**config.mk**
```make
export PLATFORM = sky130hd
export DESIGN_NAME = ssr_status
export DESIGN_NICKNAME = d
export VERILOG_FILES = /design/src/ssr_pkg.sv /design/src/ssr_status.sv /design/src/ssr_kwchk.sv
export SDC_FILE = /design/constraint.sdc
export NUM_CORES = 1
export LEC_CHECK = 0
export ABC_CLOCK_PERIOD_IN_PS = 7600
export BUFFER_PORTS_ARGS = -buffer_cell sky130_fd_sc_hd__buf_2
export CORE_ASPECT_RATIO = 2
export CORE_MARGIN = 1.5
export CORE_UTILIZATION = 60
export DETAILED_ROUTE_END_ITERATION = 10
export GPL_TIMING_DRIVEN = 0
export PLACE_DENSITY = 0.85
export RECOVER_POWER = 25
export SLEW_MARGIN = 25
export SYNTH_ARGS = -nofsm -noshare
export SYNTH_HDL_FRONTEND = slang
export SYNTH_SLANG_ARGS = --single-unit
```
**constraint.sdc**
```tcl
create_clock -name ref_clk_i -period 7.6 [get_ports ref_clk_i]
set_clock_uncertainty 0.15 [all_clocks]
set_input_delay 0 -clock ref_clk_i [delete_from_list [all_inputs] [get_ports ref_clk_i]]
set_output_delay 0 -clock ref_clk_i [all_outputs]
set_load 0.005 [all_outputs]
```
**src/ssr_pkg.sv**
```systemverilog
// constants shared by the status reporting block and its keyword checker
package ssr_pkg;

	// width of every status, event and enable register
	localparam int unsigned REG_W = 8;

	// host commands that reach the status system
	typedef enum logic [3:0] {
		SSR_OP_NOP,
		SSR_OP_CLS,
		SSR_OP_STB_Q,
		SSR_OP_ESR_Q,
		SSR_OP_SRE_W,
		SSR_OP_SRE_Q,
		SSR_OP_ESE_W,
		SSR_OP_ESE_Q,
		SSR_OP_PSC_W,
		SSR_OP_PSC_Q
	} ssr_op_t;

	// status byte field positions
	localparam int unsigned STB_QUENCH_POS = 2;
	localparam int unsigned STB_SMAV_POS   = 3;
	localparam int unsigned STB_ESB_POS    = 5;
	localparam int unsigned STB_RQS_POS    = 6;

	// bits of the status byte that always read zero
	localparam logic [7:0] STB_ZERO_MASK = 8'h93;
	// bits of the status byte enable that can be set
	localparam logic [7:0] SRE_WR_MASK   = 8'h3c;

	// standard event field positions
	localparam int unsigned ESR_OPC_POS = 0;
	localparam int unsigned ESR_CME_POS = 5;
	localparam int unsigned ESR_PON_POS = 7;
	// standard event bits that can ever be set
	localparam logic [7:0] ESR_USED_MASK = 8'hbd;

	// values after reset
	localparam logic [7:0] STB_RESET = 8'h00;
	localparam logic [7:0] ESR_RESET = 8'h00;
	localparam logic [7:0] ESE_RESET = 8'h00;
	localparam logic [7:0] SRE_RESET = 8'h00;
	localparam logic       PSC_RESET = 1'b1;

	// keyword checker sizes
	localparam int unsigned KW_MAX   = 12;
	localparam int unsigned KW_IDX_W = 4;
	// lower case letters fold to upper case by clearing this bit
	localparam logic [7:0] ASCII_CASE_BIT = 8'h20;
	localparam logic [7:0] ASCII_LC_A     = 8'h61;
	localparam logic [7:0] ASCII_LC_Z     = 8'h7a;

endpackage

```
**src/ssr_status.sv**
```systemverilog
// status byte, standard event register, enable masks and query answers
`timescale 1ns/100ps
// How it works
// - quench bit latches, message bit follows the buffer each cycle unless clear-status holds it low until empty; reading never changes them
// - queries return the register's bit-weighted sum, also as decimal digits
// - event bits latch on first occurrence, hold until read or clear-status
// - enable masks are written and read; masked events feed summary bits
// - clear-status clears events and status byte but leaves every mask
// - quench weight 4, serial message 8, event summary 32, summary 64
// - serial message bit sets as soon as the output buffer holds data
// - clearing event bits recomputes the event summary from remaining bits
// - quench flag holds until cleared from panel or by remote command
// - message bit holds until the output buffer is fully read out or clear-status comes
// - clear-status clears status byte; event read clears bit 5, and bit 6 if bit 5 alone set it
// - writing zero clears a mask; power-on clears it when setting is 1
// - keywords pass only in full or short form, otherwise an error
// - status byte query returns the whole byte and keeps bit 6
// - standard event register clears on clear-status and on its query
module ssr_status (
	input  wire logic                   ref_clk_i,
	input  wire logic                   resetn_i,
	input  wire logic                   cmd_valid_i,
	input  wire ssr_pkg::ssr_op_t       cmd_op_i,
	input  wire logic [7:0]             cmd_data_i,
	input  wire logic [7:0]             event_i,
	input  wire logic                   power_on_i,
	input  wire logic                   quench_detect_i,
	input  wire logic                   quench_reset_i,
	input  wire logic                   ser_not_empty_i,
	input  wire logic                   ch_valid_i,
	input  wire logic [7:0]             ch_i,
	input  wire logic                   kw_end_i,
	output logic [7:0]                  status_byte_o,
	output logic                        rsp_valid_o,
	output logic [7:0]                  rsp_value_o,
	output logic [11:0]                 rsp_dec_o
);
	import ssr_pkg::*;

	logic [7:0]  stb;
	logic [7:0]  esr;
	logic [7:0]  ese;
	logic [7:0]  sre;
	logic        psc;
	logic        quench;
	logic        smav_block;
	logic        rsp_valid;
	logic [7:0]  rsp_value;
	logic [11:0] rsp_dec;
	logic [7:0]  next_stb;
	logic [7:0]  next_esr;
	logic [7:0]  next_ese;
	logic [7:0]  next_sre;
	logic        next_psc;
	logic        next_quench;
	logic        next_smav_block;
	logic        next_rsp_valid;
	logic [7:0]  next_rsp_value;
	logic [11:0] next_rsp_dec;
	logic        kw_err;
	logic [7:0]  ev;
	logic        do_cls;
	logic        do_esr_q;

	// binary value to three decimal digits
	function automatic logic [11:0] to_dec(input logic [7:0] v);
		logic [7:0] h;
		logic [7:0] t;
		logic [7:0] o;
		h = v / 8'd100;
		t = (v % 8'd100) / 8'd10;
		o = v % 8'd10;
		return {h[3:0], t[3:0], o[3:0]};
	endfunction

	ssr_kwchk u_kwchk (
		.ref_clk_i  (ref_clk_i),
		.resetn_i   (resetn_i),
		.ch_valid_i (ch_valid_i),
		.ch_i       (ch_i),
		.kw_end_i   (kw_end_i),
		.kw_ok_o    (),
		.kw_err_o   (kw_err)
	);

	assign do_cls = cmd_valid_i && cmd_op_i == SSR_OP_CLS;
	assign do_esr_q = cmd_valid_i && cmd_op_i == SSR_OP_ESR_Q;

	// events from the instrument, the parser and power-up
	always_comb begin
		ev = event_i & ESR_USED_MASK;
		ev[ESR_CME_POS] = ev[ESR_CME_POS] | kw_err;
		ev[ESR_PON_POS] = ev[ESR_PON_POS] | power_on_i;
	end

	// standard event register and masks
	always_comb begin
		next_esr = esr;
		next_ese = ese;
		next_sre = sre;
		next_psc = psc;
		if (do_cls || do_esr_q) begin
			next_esr = 8'h00;
		end
		next_esr = next_esr | ev;
		if (cmd_valid_i) begin
			case (cmd_op_i)
				SSR_OP_ESE_W: begin
					next_ese = cmd_data_i;
				end
				SSR_OP_SRE_W: begin
					next_sre = cmd_data_i & SRE_WR_MASK;
				end
				SSR_OP_PSC_W: begin
					next_psc = cmd_data_i[0];
				end
				default: begin
					next_psc = psc;
				end
			endcase
		end
		if (power_on_i && psc) begin
			next_ese = 8'h00;
			next_sre = 8'h00;
		end
	end

	always_ff @(posedge ref_clk_i or negedge resetn_i) begin
		if (!resetn_i) begin
			esr <= ESR_RESET;
			ese <= ESE_RESET;
			sre <= SRE_RESET;
			psc <= PSC_RESET;
		end else begin
			esr <= next_esr;
			ese <= next_ese;
			sre <= next_sre;
			psc <= next_psc;
		end
	end

	// status byte conditions and summaries
	always_comb begin
		logic [7:0] low;
		low = 8'h00;
		next_quench = quench;
		next_smav_block = smav_block;
		if (quench_reset_i || do_cls) begin
			next_quench = 1'b0;
		end
		if (quench_detect_i) begin
			next_quench = 1'b1;
		end
		if (!ser_not_empty_i) begin
			next_smav_block = 1'b0;
		end else if (do_cls) begin
			next_smav_block = 1'b1;
		end
		low[STB_QUENCH_POS] = next_quench;
		low[STB_SMAV_POS] = ser_not_empty_i && !next_smav_block;
		low[STB_ESB_POS] = |(next_esr & next_ese);
		next_stb = low;
		next_stb[STB_RQS_POS] = |(low & next_sre);
	end

	always_ff @(posedge ref_clk_i or negedge resetn_i) begin
		if (!resetn_i) begin
			stb <= STB_RESET;
			quench <= 1'b0;
			smav_block <= 1'b0;
		end else begin
			stb <= next_stb;
			quench <= next_quench;
			smav_block <= next_smav_block;
		end
	end

	// query answers, one per command, in command order
	always_comb begin
		next_rsp_valid = 1'b0;
		next_rsp_value = rsp_value;
		if (cmd_valid_i) begin
			case (cmd_op_i)
				SSR_OP_STB_Q: begin
					next_rsp_valid = 1'b1;
					next_rsp_value = stb;
				end
				SSR_OP_ESR_Q: begin
					next_rsp_valid = 1'b1;
					next_rsp_value = esr;
				end
				SSR_OP_SRE_Q: begin
					next_rsp_valid = 1'b1;
					next_rsp_value = sre;
				end
				SSR_OP_ESE_Q: begin
					next_rsp_valid = 1'b1;
					next_rsp_value = ese;
				end
				SSR_OP_PSC_Q: begin
					next_rsp_valid = 1'b1;
					next_rsp_value = {7'h00, psc};
				end
				default: begin
					next_rsp_valid = 1'b0;
				end
			endcase
		end
		next_rsp_dec = to_dec(next_rsp_value);
	end

	always_ff @(posedge ref_clk_i or negedge resetn_i) begin
		if (!resetn_i) begin
			rsp_valid <= 1'b0;
			rsp_value <= 8'h00;
			rsp_dec <= 12'h000;
		end else begin
			rsp_valid <= next_rsp_valid;
			rsp_value <= next_rsp_value;
			rsp_dec <= next_rsp_dec;
		end
	end

	assign status_byte_o = stb;
	assign rsp_valid_o = rsp_valid;
	assign rsp_value_o = rsp_value;
	assign rsp_dec_o = rsp_dec;

	AST_ESR_LATCH: assert property (@(posedge ref_clk_i) disable iff (!resetn_i)
		(esr[ESR_OPC_POS] && !do_cls && !do_esr_q) |=> esr[ESR_OPC_POS])
		else $error("event bit dropped without a clear");

	AST_ESR_READ_CLEAR: assert property (@(posedge ref_clk_i) disable iff (!resetn_i)
		(do_esr_q && ev == 8'h00) |=> esr == 8'h00 && rsp_value_o == $past(esr))
		else $error("event query did not return and clear");

	AST_CLS_KEEPS_MASKS: assert property (@(posedge ref_clk_i) disable iff (!resetn_i)
		(do_cls && !power_on_i) |=> ese == $past(ese) && sre == $past(sre)
			&& esr == $past(ev))
		else $error("clear-status touched a mask");

	AST_STB_ZERO_BITS: assert property (@(posedge ref_clk_i) disable iff (!resetn_i)
		(status_byte_o & STB_ZERO_MASK) == 8'h00)
		else $error("unused status byte bit set");

	AST_SMAV_FOLLOWS: assert property (@(posedge ref_clk_i) disable iff (!resetn_i)
		(ser_not_empty_i && !smav_block && !do_cls) |=> status_byte_o[STB_SMAV_POS])
		else $error("message bit late");

	AST_SMAV_EMPTY: assert property (@(posedge ref_clk_i) disable iff (!resetn_i)
		!ser_not_empty_i |=> !status_byte_o[STB_SMAV_POS])
		else $error("message bit set with empty buffer");

	AST_QUENCH_HOLD: assert property (@(posedge ref_clk_i) disable iff (!resetn_i)
		(status_byte_o[STB_QUENCH_POS] && !quench_reset_i && !do_cls)
			|=> status_byte_o[STB_QUENCH_POS])
		else $error("quench flag dropped");

	AST_ESB_SUMMARY: assert property (@(posedge ref_clk_i) disable iff (!resetn_i)
		status_byte_o[STB_ESB_POS] == |(esr & ese))
		else $error("event summary out of step");

	AST_RQS_SUMMARY: assert property (@(posedge ref_clk_i) disable iff (!resetn_i)
		status_byte_o[STB_RQS_POS] == |(status_byte_o[5:0] & sre[5:0]))
		else $error("status summary out of step");

	AST_MASK_ZERO: assert property (@(posedge ref_clk_i) disable iff (!resetn_i)
		(cmd_valid_i && cmd_op_i == SSR_OP_ESE_W && cmd_data_i == 8'h00)
			|=> ese == 8'h00)
		else $error("writing zero left the mask set");

	AST_PSC_CLEAR: assert property (@(posedge ref_clk_i) disable iff (!resetn_i)
		(power_on_i && psc) |=> ese == 8'h00 && sre == 8'h00
			&& esr[ESR_PON_POS])
		else $error("power-on clear failed");

	AST_QUERY_ANSWER: assert property (@(posedge ref_clk_i) disable iff (!resetn_i)
		rsp_valid_o |-> rsp_dec_o[3:0] <= 4'h9 && rsp_dec_o[7:4] <= 4'h9
			&& 11'(rsp_dec_o[11:8]) * 11'h064
			+ 11'(rsp_dec_o[7:4]) * 11'h00a
			+ 11'(rsp_dec_o[3:0]) == 11'(rsp_value_o))
		else $error("decimal answer wrong");

	AST_CLS_CLEARS_STB: assert property (@(posedge ref_clk_i) disable iff (!resetn_i)
		(do_cls && ev == 8'h00 && !quench_detect_i)
			|=> status_byte_o == 8'h00)
		else $error("clear-status left a status bit set");

	AST_ESR_READ_ESB: assert property (@(posedge ref_clk_i) disable iff (!resetn_i)
		(do_esr_q && ev == 8'h00) |=> !status_byte_o[STB_ESB_POS])
		else $error("event read left the event summary set");

	AST_SRE_ZERO: assert property (@(posedge ref_clk_i) disable iff (!resetn_i)
		(cmd_valid_i && cmd_op_i == SSR_OP_SRE_W && cmd_data_i == 8'h00)
			|=> sre == 8'h00)
		else $error("writing zero left the status enable set");

	AST_ESE_WRITE: assert property (@(posedge ref_clk_i) disable iff (!resetn_i)
		(cmd_valid_i && cmd_op_i == SSR_OP_ESE_W && !(power_on_i && psc))
			|=> ese == $past(cmd_data_i))
		else $error("event enable write lost");

	AST_PSC_KEEP: assert property (@(posedge ref_clk_i) disable iff (!resetn_i)
		(power_on_i && !psc && !(cmd_valid_i
			&& (cmd_op_i == SSR_OP_ESE_W || cmd_op_i == SSR_OP_SRE_W)))
			|=> ese == $past(ese) && sre == $past(sre))
		else $error("masks lost on power-on without clear");

	AST_STB_QUERY: assert property (@(posedge ref_clk_i) disable iff (!resetn_i)
		(cmd_valid_i && cmd_op_i == SSR_OP_STB_Q) |=> rsp_valid_o
			&& rsp_value_o == $past(stb)
			&& stb[STB_RQS_POS] == |($past(next_stb[5:0]) & $past(next_sre[5:0])))
		else $error("status byte query wrong");

endmodule

```
**src/ssr_kwchk.sv**
```systemverilog
// keyword spelling checker: full form or short form, case insensitive
`timescale 1ns/100ps
module ssr_kwchk #(
	parameter logic [8*ssr_pkg::KW_MAX-1:0] FULL_KW   = "CONFIGURE",
	parameter int unsigned                  FULL_LEN  = 9,
	parameter int unsigned                  SHORT_LEN = 4
) (
	input  wire logic                   ref_clk_i,
	input  wire logic                   resetn_i,
	input  wire logic                   ch_valid_i,
	input  wire logic [7:0]             ch_i,
	input  wire logic                   kw_end_i,
	output logic                        kw_ok_o,
	output logic                        kw_err_o
);
	import ssr_pkg::*;

	logic [KW_IDX_W-1:0] idx;
	logic                full_ok;
	logic                short_ok;
	logic                ok;
	logic                err;
	logic [KW_IDX_W-1:0] next_idx;
	logic                next_full_ok;
	logic                next_short_ok;
	logic                next_ok;
	logic                next_err;

	always_comb begin
		logic [7:0] up;
		logic [7:0] ref_ch;
		logic       accept;
		up = ch_i;
		ref_ch = 8'h00;
		accept = 1'b0;
		next_idx = idx;
		next_full_ok = full_ok;
		next_short_ok = short_ok;
		next_ok = 1'b0;
		next_err = 1'b0;
		if (ch_i >= ASCII_LC_A && ch_i <= ASCII_LC_Z) begin
			up = ch_i & ~ASCII_CASE_BIT;
		end
		if (32'(idx) < FULL_LEN) begin
			// the literal sits right-aligned, its first letter is highest
			ref_ch = FULL_KW[8*(FULL_LEN-32'(idx))-1 -: 8];
		end
		if (kw_end_i) begin
			// only the two documented spellings pass
			accept = (full_ok && 32'(idx) == FULL_LEN) ||
				(short_ok && 32'(idx) == SHORT_LEN);
			next_ok = accept;
			next_err = ~accept;
			next_idx = '0;
			next_full_ok = 1'b1;
			next_short_ok = 1'b1;
		end else if (ch_valid_i) begin
			if (32'(idx) >= FULL_LEN || up != ref_ch) begin
				next_full_ok = 1'b0;
			end
			if (32'(idx) >= SHORT_LEN || up != ref_ch) begin
				next_short_ok = 1'b0;
			end
			if (idx != {KW_IDX_W{1'b1}}) begin
				next_idx = idx + 1'b1;
			end
		end
	end

	always_ff @(posedge ref_clk_i or negedge resetn_i) begin
		if (!resetn_i) begin
			idx <= '0;
			full_ok <= 1'b1;
			short_ok <= 1'b1;
			ok <= 1'b0;
			err <= 1'b0;
		end else begin
			idx <= next_idx;
			full_ok <= next_full_ok;
			short_ok <= next_short_ok;
			ok <= next_ok;
			err <= next_err;
		end
	end

	assign kw_ok_o = ok;
	assign kw_err_o = err;

	AST_KW_VERDICT: assert property (@(posedge ref_clk_i) disable iff (!resetn_i)
		kw_end_i |=> (kw_ok_o ^ kw_err_o) && idx == '0)
		else $error("keyword end gave no single verdict");

endmodule

```
==> flow_summary.toml, run 1 <==
[run_status]
status = "finished, violations left"
violations = "capacitance limit, slew limit"

[sta]
worstMarginPinSlew_ns = 2.687
final-max-slew-violation-count = 52
fin_crit_ns = 4.079
finalSetupTns_ns = 0
layout_setup_ws_ns = 3.521
period_share_pct = 53.67
setup_viol_count_final = 0
final-hold-violation-count = 0
relSlewSlack_pct = -79.17
clock.fmax_ghz = 0.2452
rsz0062_at_grt = "false"

[routing]
vias = 3264
post_drt_wl_per_cell_um = 19.07
drc = 0
vias_per_cell = 6.253
wl_mm = 9.955
detail-route-antenna-nets = 0
initialDrtViolationCount = 194
drt_first_pass_iters = 4

[global_routing]
grt_pass1_vias = 3596
grt_max_degree = 52
globalRoute.totalOverflow = 0
grt_pass1_wl_mm = 16.24
grt_usage_pct = 33.27
antenna_found_initial = 0

[floorplan]
start_util_pct = 61.23
row_count = 39
coreArea_sq_um = 5660
die_y_um = 110.5
die_w_um = 56.74
ios = 66
die_area_sq_um = 6269

[power]
power_leakage_nw = 1.934
seq_power_share_pct = 35.9
swShare_pct = 32.03
combPwrFrac_pct = 32.2
power.switching_mw = 0.2899
p_int_mw = 0.6153
cellPowerDensity_nw_per_um2 = 212.7
p_clk_share_pct = 32.0
max-vdd-ir-drop_v = 0.0002856

[synthesis]
syn_area_per_cell_sq_um = 9.392
yosysWarningCount = 0
synth_edf_count = 0
netlist_instances = 369
seq_area_frac_synth_pct = 36.93
synth_area_sq_um = 3466
synth-seq-cells = 51
synthArstFlopShare_pct = 100.0
ys.flop_type = "dfrtp_1"
netlist-cell-type-count = 74

[final_layout]
final_core_util_pct = 75.20
final_nets = 505
syn2layout_area_growth_pct = 22.82
fill_cells = 434
antennaDiodeCount = 0
drive_above_1_share_pct = 23.43

[cts]
numCtsBuffers = 5
ctsResizeCount = 0
clock_latency_ns = 0.30
htreeDepth = 2
cts_hold_buf = 23
path_clk_slew_ns = 0.07
cts_num_sinks = 51
cts_tree = "built"
cts_root_buf = "clkbuf_16"
cts_setup_buffers = 0
clockBufferDepth = 2

[setup_path]
crit_path_end_kind = "flip-flop"
reg2reg_slack_ns = 3.52
startpoint_type = "flip-flop"
worst_r2r_endpoint = "u_kwchk.short_ok"
critPathLaunch = "u_kwchk.idx[0]"
arrival_ns = 4.17
critPathMaxFanout = 10
r2r-start = "u_kwchk.idx[0]"
cp.required_ns = 7.69
critPathKind = "flip-flop to flip-flop"
reg2reg_depth = 11

[placement]
place_congestion = 0.9736
dp_slack_ns = 3.911
io_buffers = 56
place_hpwl_mm = 6.942

[hold_path]
hold_path_class = "input port to flip-flop"
whs_path_depth = 4
hp-start = "cmd_valid_i"
hold_end = "rsp_valid_o"

[flow_run]
maxCapViolations = 1
through the flow:
step	area, sq um	total power, mW	std cells	hold slack, ns
2_1_floorplan	3485	0.5119	374	-0.4456
3_3_place_gp	3841	0.5880	491	0.05052
3_5_place_dp	3844	0.5967	491	-0.08206
4_1_cts	4263	0.8977	522	0.04789
5_1_grt	4257	0.9443	522	0.07750
6_report	4257	0.9052	522	0.05746
critical path, cell delays in order, from the launching register on:
cell	delay [ns]
dfrtp_1	0.40
clkbuf_1	0.40
inv_1	0.18
ha_1	0.32
clkbuf_1	0.29
nor2_1	0.10
a2111oi_0	0.83
xor2_1	0.16
a2111oi_0	0.49
nand3_1	0.27
o31ai_1	0.29
a21o_1	0.15
routing by layer:
| metal | vias to the layer above | track usage [%] | wire [um] |
|---|---|---|---|
| li1 | 1521 | - | - |
| met1 | 1566 | 29.82 | 3253 |
| met2 | 125 | 62.33 | 5656 |
| met3 | 52 | 5.855 | 367 |
| met4 | 0 | 24.19 | 677 |
| met5 | - | 0 | 0 |
registers in the layout, indices dropped and copies added, names as in the netlist, 4 cells and up:
| signal | cells |
|---|---|
| status_byte_o | 4 |
| ese | 8 |
| esr | 8 |
| sre | 4 |
| rsp_dec_o | 10 |
| rsp_value_o | 7 |
| u_kwchk.idx | 4 |
worst max-delay path by stage:
| stage | endpoint | slack (ns) | depth (start not counted) |
|---|---|---|---|
| final | u_kwchk.short_ok | 3.52 | 11 |
| after floorplan | rsp_dec_o[3] | 4.48 | 13 |
| after detailed placement | rsp_dec_o[3] | 3.91 | 16 |
| after CTS | u_kwchk.short_ok | 3.90 | 11 |
| after global routing | u_kwchk.short_ok | 3.28 | 11 |
| after global placement | rsp_dec_o[3] | 3.95 | 16 |
Yosys cell counts (all sizes together), types with 6 or more instances:
cell type	number	area, sq um
a22oi	8	60.06
a21o	11	82.58
nand2	27	101.4
inv	14	60.06
xnor2	6	52.55
buf	17	115.1
dfrtp	48	1201
nor2	36	135.1
mux2i	21	235.2
xor2	6	52.55
a21oi	25	155.1
ha	8	100.1
o21ai	18	101.4
nand3	15	75.07
logic make-up (layout without fill, tap and decap cells):
| logic type | after synthesis | count (layout) | share of synthesized area, % |
|---|---|---|---|
| flops | 51 | 51 | 36.93 |
| buf+inv | 37 | 124 | 5.704 |
| mux | 26 | 26 | 8.411 |
| xor+xnor | 12 | 12 | 3.032 |
| compound gates | 111 | 111 | 24.44 |
| other cells | 1 | 6 | 0.1082 |
| simple gates | 123 | 123 | 18.48 |
| fa+ha+maj | 8 | 8 | 2.888 |
cell usage in the layout (no fill, tap or decap), types with 4 or more instances in the layout:
cell            n
inv_1          10
o21ai_0        17
buf_2          58
conb_1          6
nand2b_1        5
nand3_1        15
mux2_2          5
xnor2_1         6
ha_1            8
buf_4          10
clkbuf_16       5
dlygate4sd3_1  23
mux2i_1        19
nor2b_1         4
a211oi_1        4
a22oi_1         8
clkbuf_1        9
and2_1          5
a21o_1         11
o211ai_1        4
dfrtp_1        48
a31oi_1         4
a21oi_1        21
xor2_1          6
nand4_1         4
nand3b_1        4
nand2_1        27
a211o_1         4
nor2_1         36
power by group through the flow:
stage	combinational, mW	sequential, mW	clock [mW]
floorplan	0.183	0.329	0
detailed placement	0.268	0.329	0
finish	0.291	0.325	0.289
global route	0.314	0.328	0.302
CTS	0.281	0.323	0.293
global placement	0.260	0.328	0
final cells by class:
cell class                 count  area, sq um  area share (%)
timing repair buffer          79        506.7           11.90
inverter                      15        63.81           1.499
clock inverter                 2        60.06           1.411
sequential                    51         1280           30.07
clock buffer                   6        128.9           3.028
buffer                        22        133.9           3.145
tap                           61        76.32           1.793
multi-input combinational    286         2007           47.15
Note: power is estimated with default switching activity, not from simulation.
==> inputs of run 2 (changes only) <==
Settings changed: ABC_AREA from default to 1, ABC_CLOCK_PERIOD_IN_PS 7600 to 3300, CORE_UTILIZATION 60 to 51, PLACE_DENSITY 0.85 to 0.77.
Clock period 7.6 ns to 3.3 ns, I/O delays scaled along.
==> flow_summary.toml, run 2 <==
[run_status]
status = "finished clean"

[power]
cellPowerDensity_nw_per_um2 = 559.3
max-vdd-ir-drop_v = 0.0002627
finalPower_mw = 2.408
power_leakage_nw = 2.170

[synthesis]
synth.most_common_cell = "nand2_1"
ys.flop_type = "dfrtp_1"
synth_top_cell_by_area = "dfrtp_1"
syn_area_per_cell_sq_um = 7.529
netlist-cell-type-count = 45
synth_commonest_cells = "nand2_1 (109), inv_1 (55), dfrtp_1 (48)"
synth_area_sq_um = 3456
synth_area_leaders = "dfrtp_1 (35%), nand2_1 (12%), inv_1 (6.0%)"
netlist_instances = 459
synth_edf_count = 0
synthArstFlopShare_pct = 100.0
yosysWarningCount = 0
synth_top_area_share_pct = 34.76
seq_area_frac_synth_pct = 37.04
synth-seq-cells = 51

[final_layout]
antennaDiodeCount = 0
syn2layout_area_growth_pct = 24.58
drive_above_1_share_pct = 22.98
layout_common_cells = "nand2_1 (109), inv_1 (52), dfrtp_1 (48), buf_2 (46), nor2_1 (37)"
final_nets = 601
reg_top3 = "rsp_dec_o (10), ese (8), esr (8)"
fill_cells = 588
final_cells = 645
largest_register_ffs = 10
layout_commonest_cell = "nand2_1"
regMostFlops = "rsp_dec_o"

[floorplan]
ios = 66
die_w_um = 61.21
row_count = 42
start_util_pct = 52.61
die_area_sq_um = 7308
die_y_um = 119.4
coreArea_sq_um = 6569

[placement]
place_congestion = 0.8619
place_hpwl_mm = 6.508
io_buffers = 57
placed_cells = 609

[cts]
cts_root_buf = "clkbuf_16"
htreeDepth = 2
clock_latency_ns = 0.29
path_clk_slew_ns = 0.07
clockBufferDepth = 2
cts_num_sinks = 51
cts_tree = "built"
numCtsBuffers = 5

[sta]
final-hold-violation-count = 0
period_share_pct = 93.70
worstMarginPinSlew_ns = 1.224
clock.fmax_ghz = 0.3234
setup_viol_count_final = 0
relSlewSlack_pct = 18.41
fin_crit_ns = 3.092
final-max-slew-violation-count = 0

[routing]
wl_mm = 8.725
vias_per_cell = 5.291
detail-route-antenna-nets = 0
drt_first_pass_iters = 4
initialDrtViolationCount = 193
drc = 0
vias = 3413
post_drt_wl_per_cell_um = 13.53

[hold_path]
whs_path_depth = 3
hold_path_class = "input port to flip-flop"

[global_routing]
grt_usage_pct = 25.88
grt_max_degree = 52
antenna_found_initial = 0
grt_pass1_vias = 3431
globalRoute.totalOverflow = 0
grt_pass1_wl_mm = 14.32

[setup_path]
startpoint_type = "flip-flop"
arrival_ns = 3.18
critPathMaxFanout = 5
crit_path_end_kind = "flip-flop"
reg2reg_depth = 17
cp.required_ns = 3.38
critPathKind = "flip-flop to flip-flop"
reg2reg_slack_ns = 0.21

[flow_run]
maxCapViolations = 0
==> run 2: report_power, final <==
group	leakage [nW]	switching, mW	internal [mW]
Clock	0.0669	0.223	0.280
Combinational	1.49	0.690	0.409
Sequential	0.615	0.0556	0.750
Total	2.17	0.969	1.44
==> run 2: cell type report <==
| type | count | area (sq um) | area share (%) |
|---|---|---|---|
| Multi-Input combinational cell | 339 | 1902 | 44.17 |
| Sequential cell | 51 | 1280 | 29.73 |
| Timing Repair Buffer | 85 | 550.5 | 12.79 |
| Inverter | 62 | 235.2 | 5.464 |
| Clock buffer | 6 | 128.9 | 2.993 |
| Tap cell | 88 | 110.1 | 2.557 |
| Buffer | 12 | 86.33 | 2.005 |
| Clock inverter | 2 | 12.51 | 0.2906 |
==> run 2: per-layer routing <==
metal / vias to the layer above / wire length, um / GRT usage [%]
met5: - / 0 / 0
met4: 0 / 312 / 12.77
met3: 23 / 361 / 4.452
met2: 101 / 5006 / 49.40
met1: 1599 / 3043 / 23.84
li1: 1690 / - / -
==> run 2: path summary, 6_finish.rpt <==
| kind | startpoint | to |
|---|---|---|
| max | u_kwchk.idx[1] | u_kwchk.full_ok |
| min | cmd_op_i[1] | sre[4] |
| min in group asynchronous | resetn_i | u_kwchk.idx[2] |
| max reg2reg | u_kwchk.idx[1] | u_kwchk.full_ok |
| max in group asynchronous | resetn_i | rsp_dec_o[7] |
| min reg2reg | smav_block | status_byte_o[3] |
==> run 2: cell families (layout without fill, tap and decap cells) <==
group                    Yosys count  in the layout  synth area share (%)
other                              1              6                0.1085
AND/OR/NAND/NOR                  243            243                 34.79
XOR/XNOR                           7              7                 1.774
adder cells (fa/ha/maj)            8              8                 2.897
flip-flops                        51             51                 37.04
buffers and inverters             74            167                 9.305
AO/OA/AOI/OAI                     75             75                 14.08
==> run 2: critical path, cell delays in order, from the launching register on <==
cell	delay [ns]
dfrtp_1	0.40
inv_2	0.09
ha_1	0.23
ha_1	0.31
inv_1	0.04
nand3_1	0.10
nand2_1	0.12
inv_2	0.09
nand2_1	0.09
nand2_1	0.07
o21ai_0	0.10
nor4_2	0.33
nor2_1	0.10
nor3_2	0.19
nand3_1	0.14
o41ai_1	0.29
nand2_1	0.10
nand2_1	0.07
==> run 2: stage by stage <==
step           hold WS, ns  util (%)  worst slack [ns]  setup TNS (ns)  cell area [sq um]
6_report           0.03842     65.54            0.2079               0               4305
5_1_grt            0.06951     65.54          -0.02581        -0.02581               4305
4_1_cts           0.002244     65.22            0.1841               0               4284
3_5_place_dp      -0.08459     58.95            0.2178               0               3872
3_3_place_gp       0.06758     58.91            0.3004               0               3870
2_1_floorplan      -0.4456         -            0.6929               0               3475
==> run 2: timing repair <==
action	4_1_cts	5_1_grt
setup endpoints to repair	0	2
hold endpoints to repair	81	0
gates resized for setup	0	9
setup buffers	0	1
hold buffers	27	0
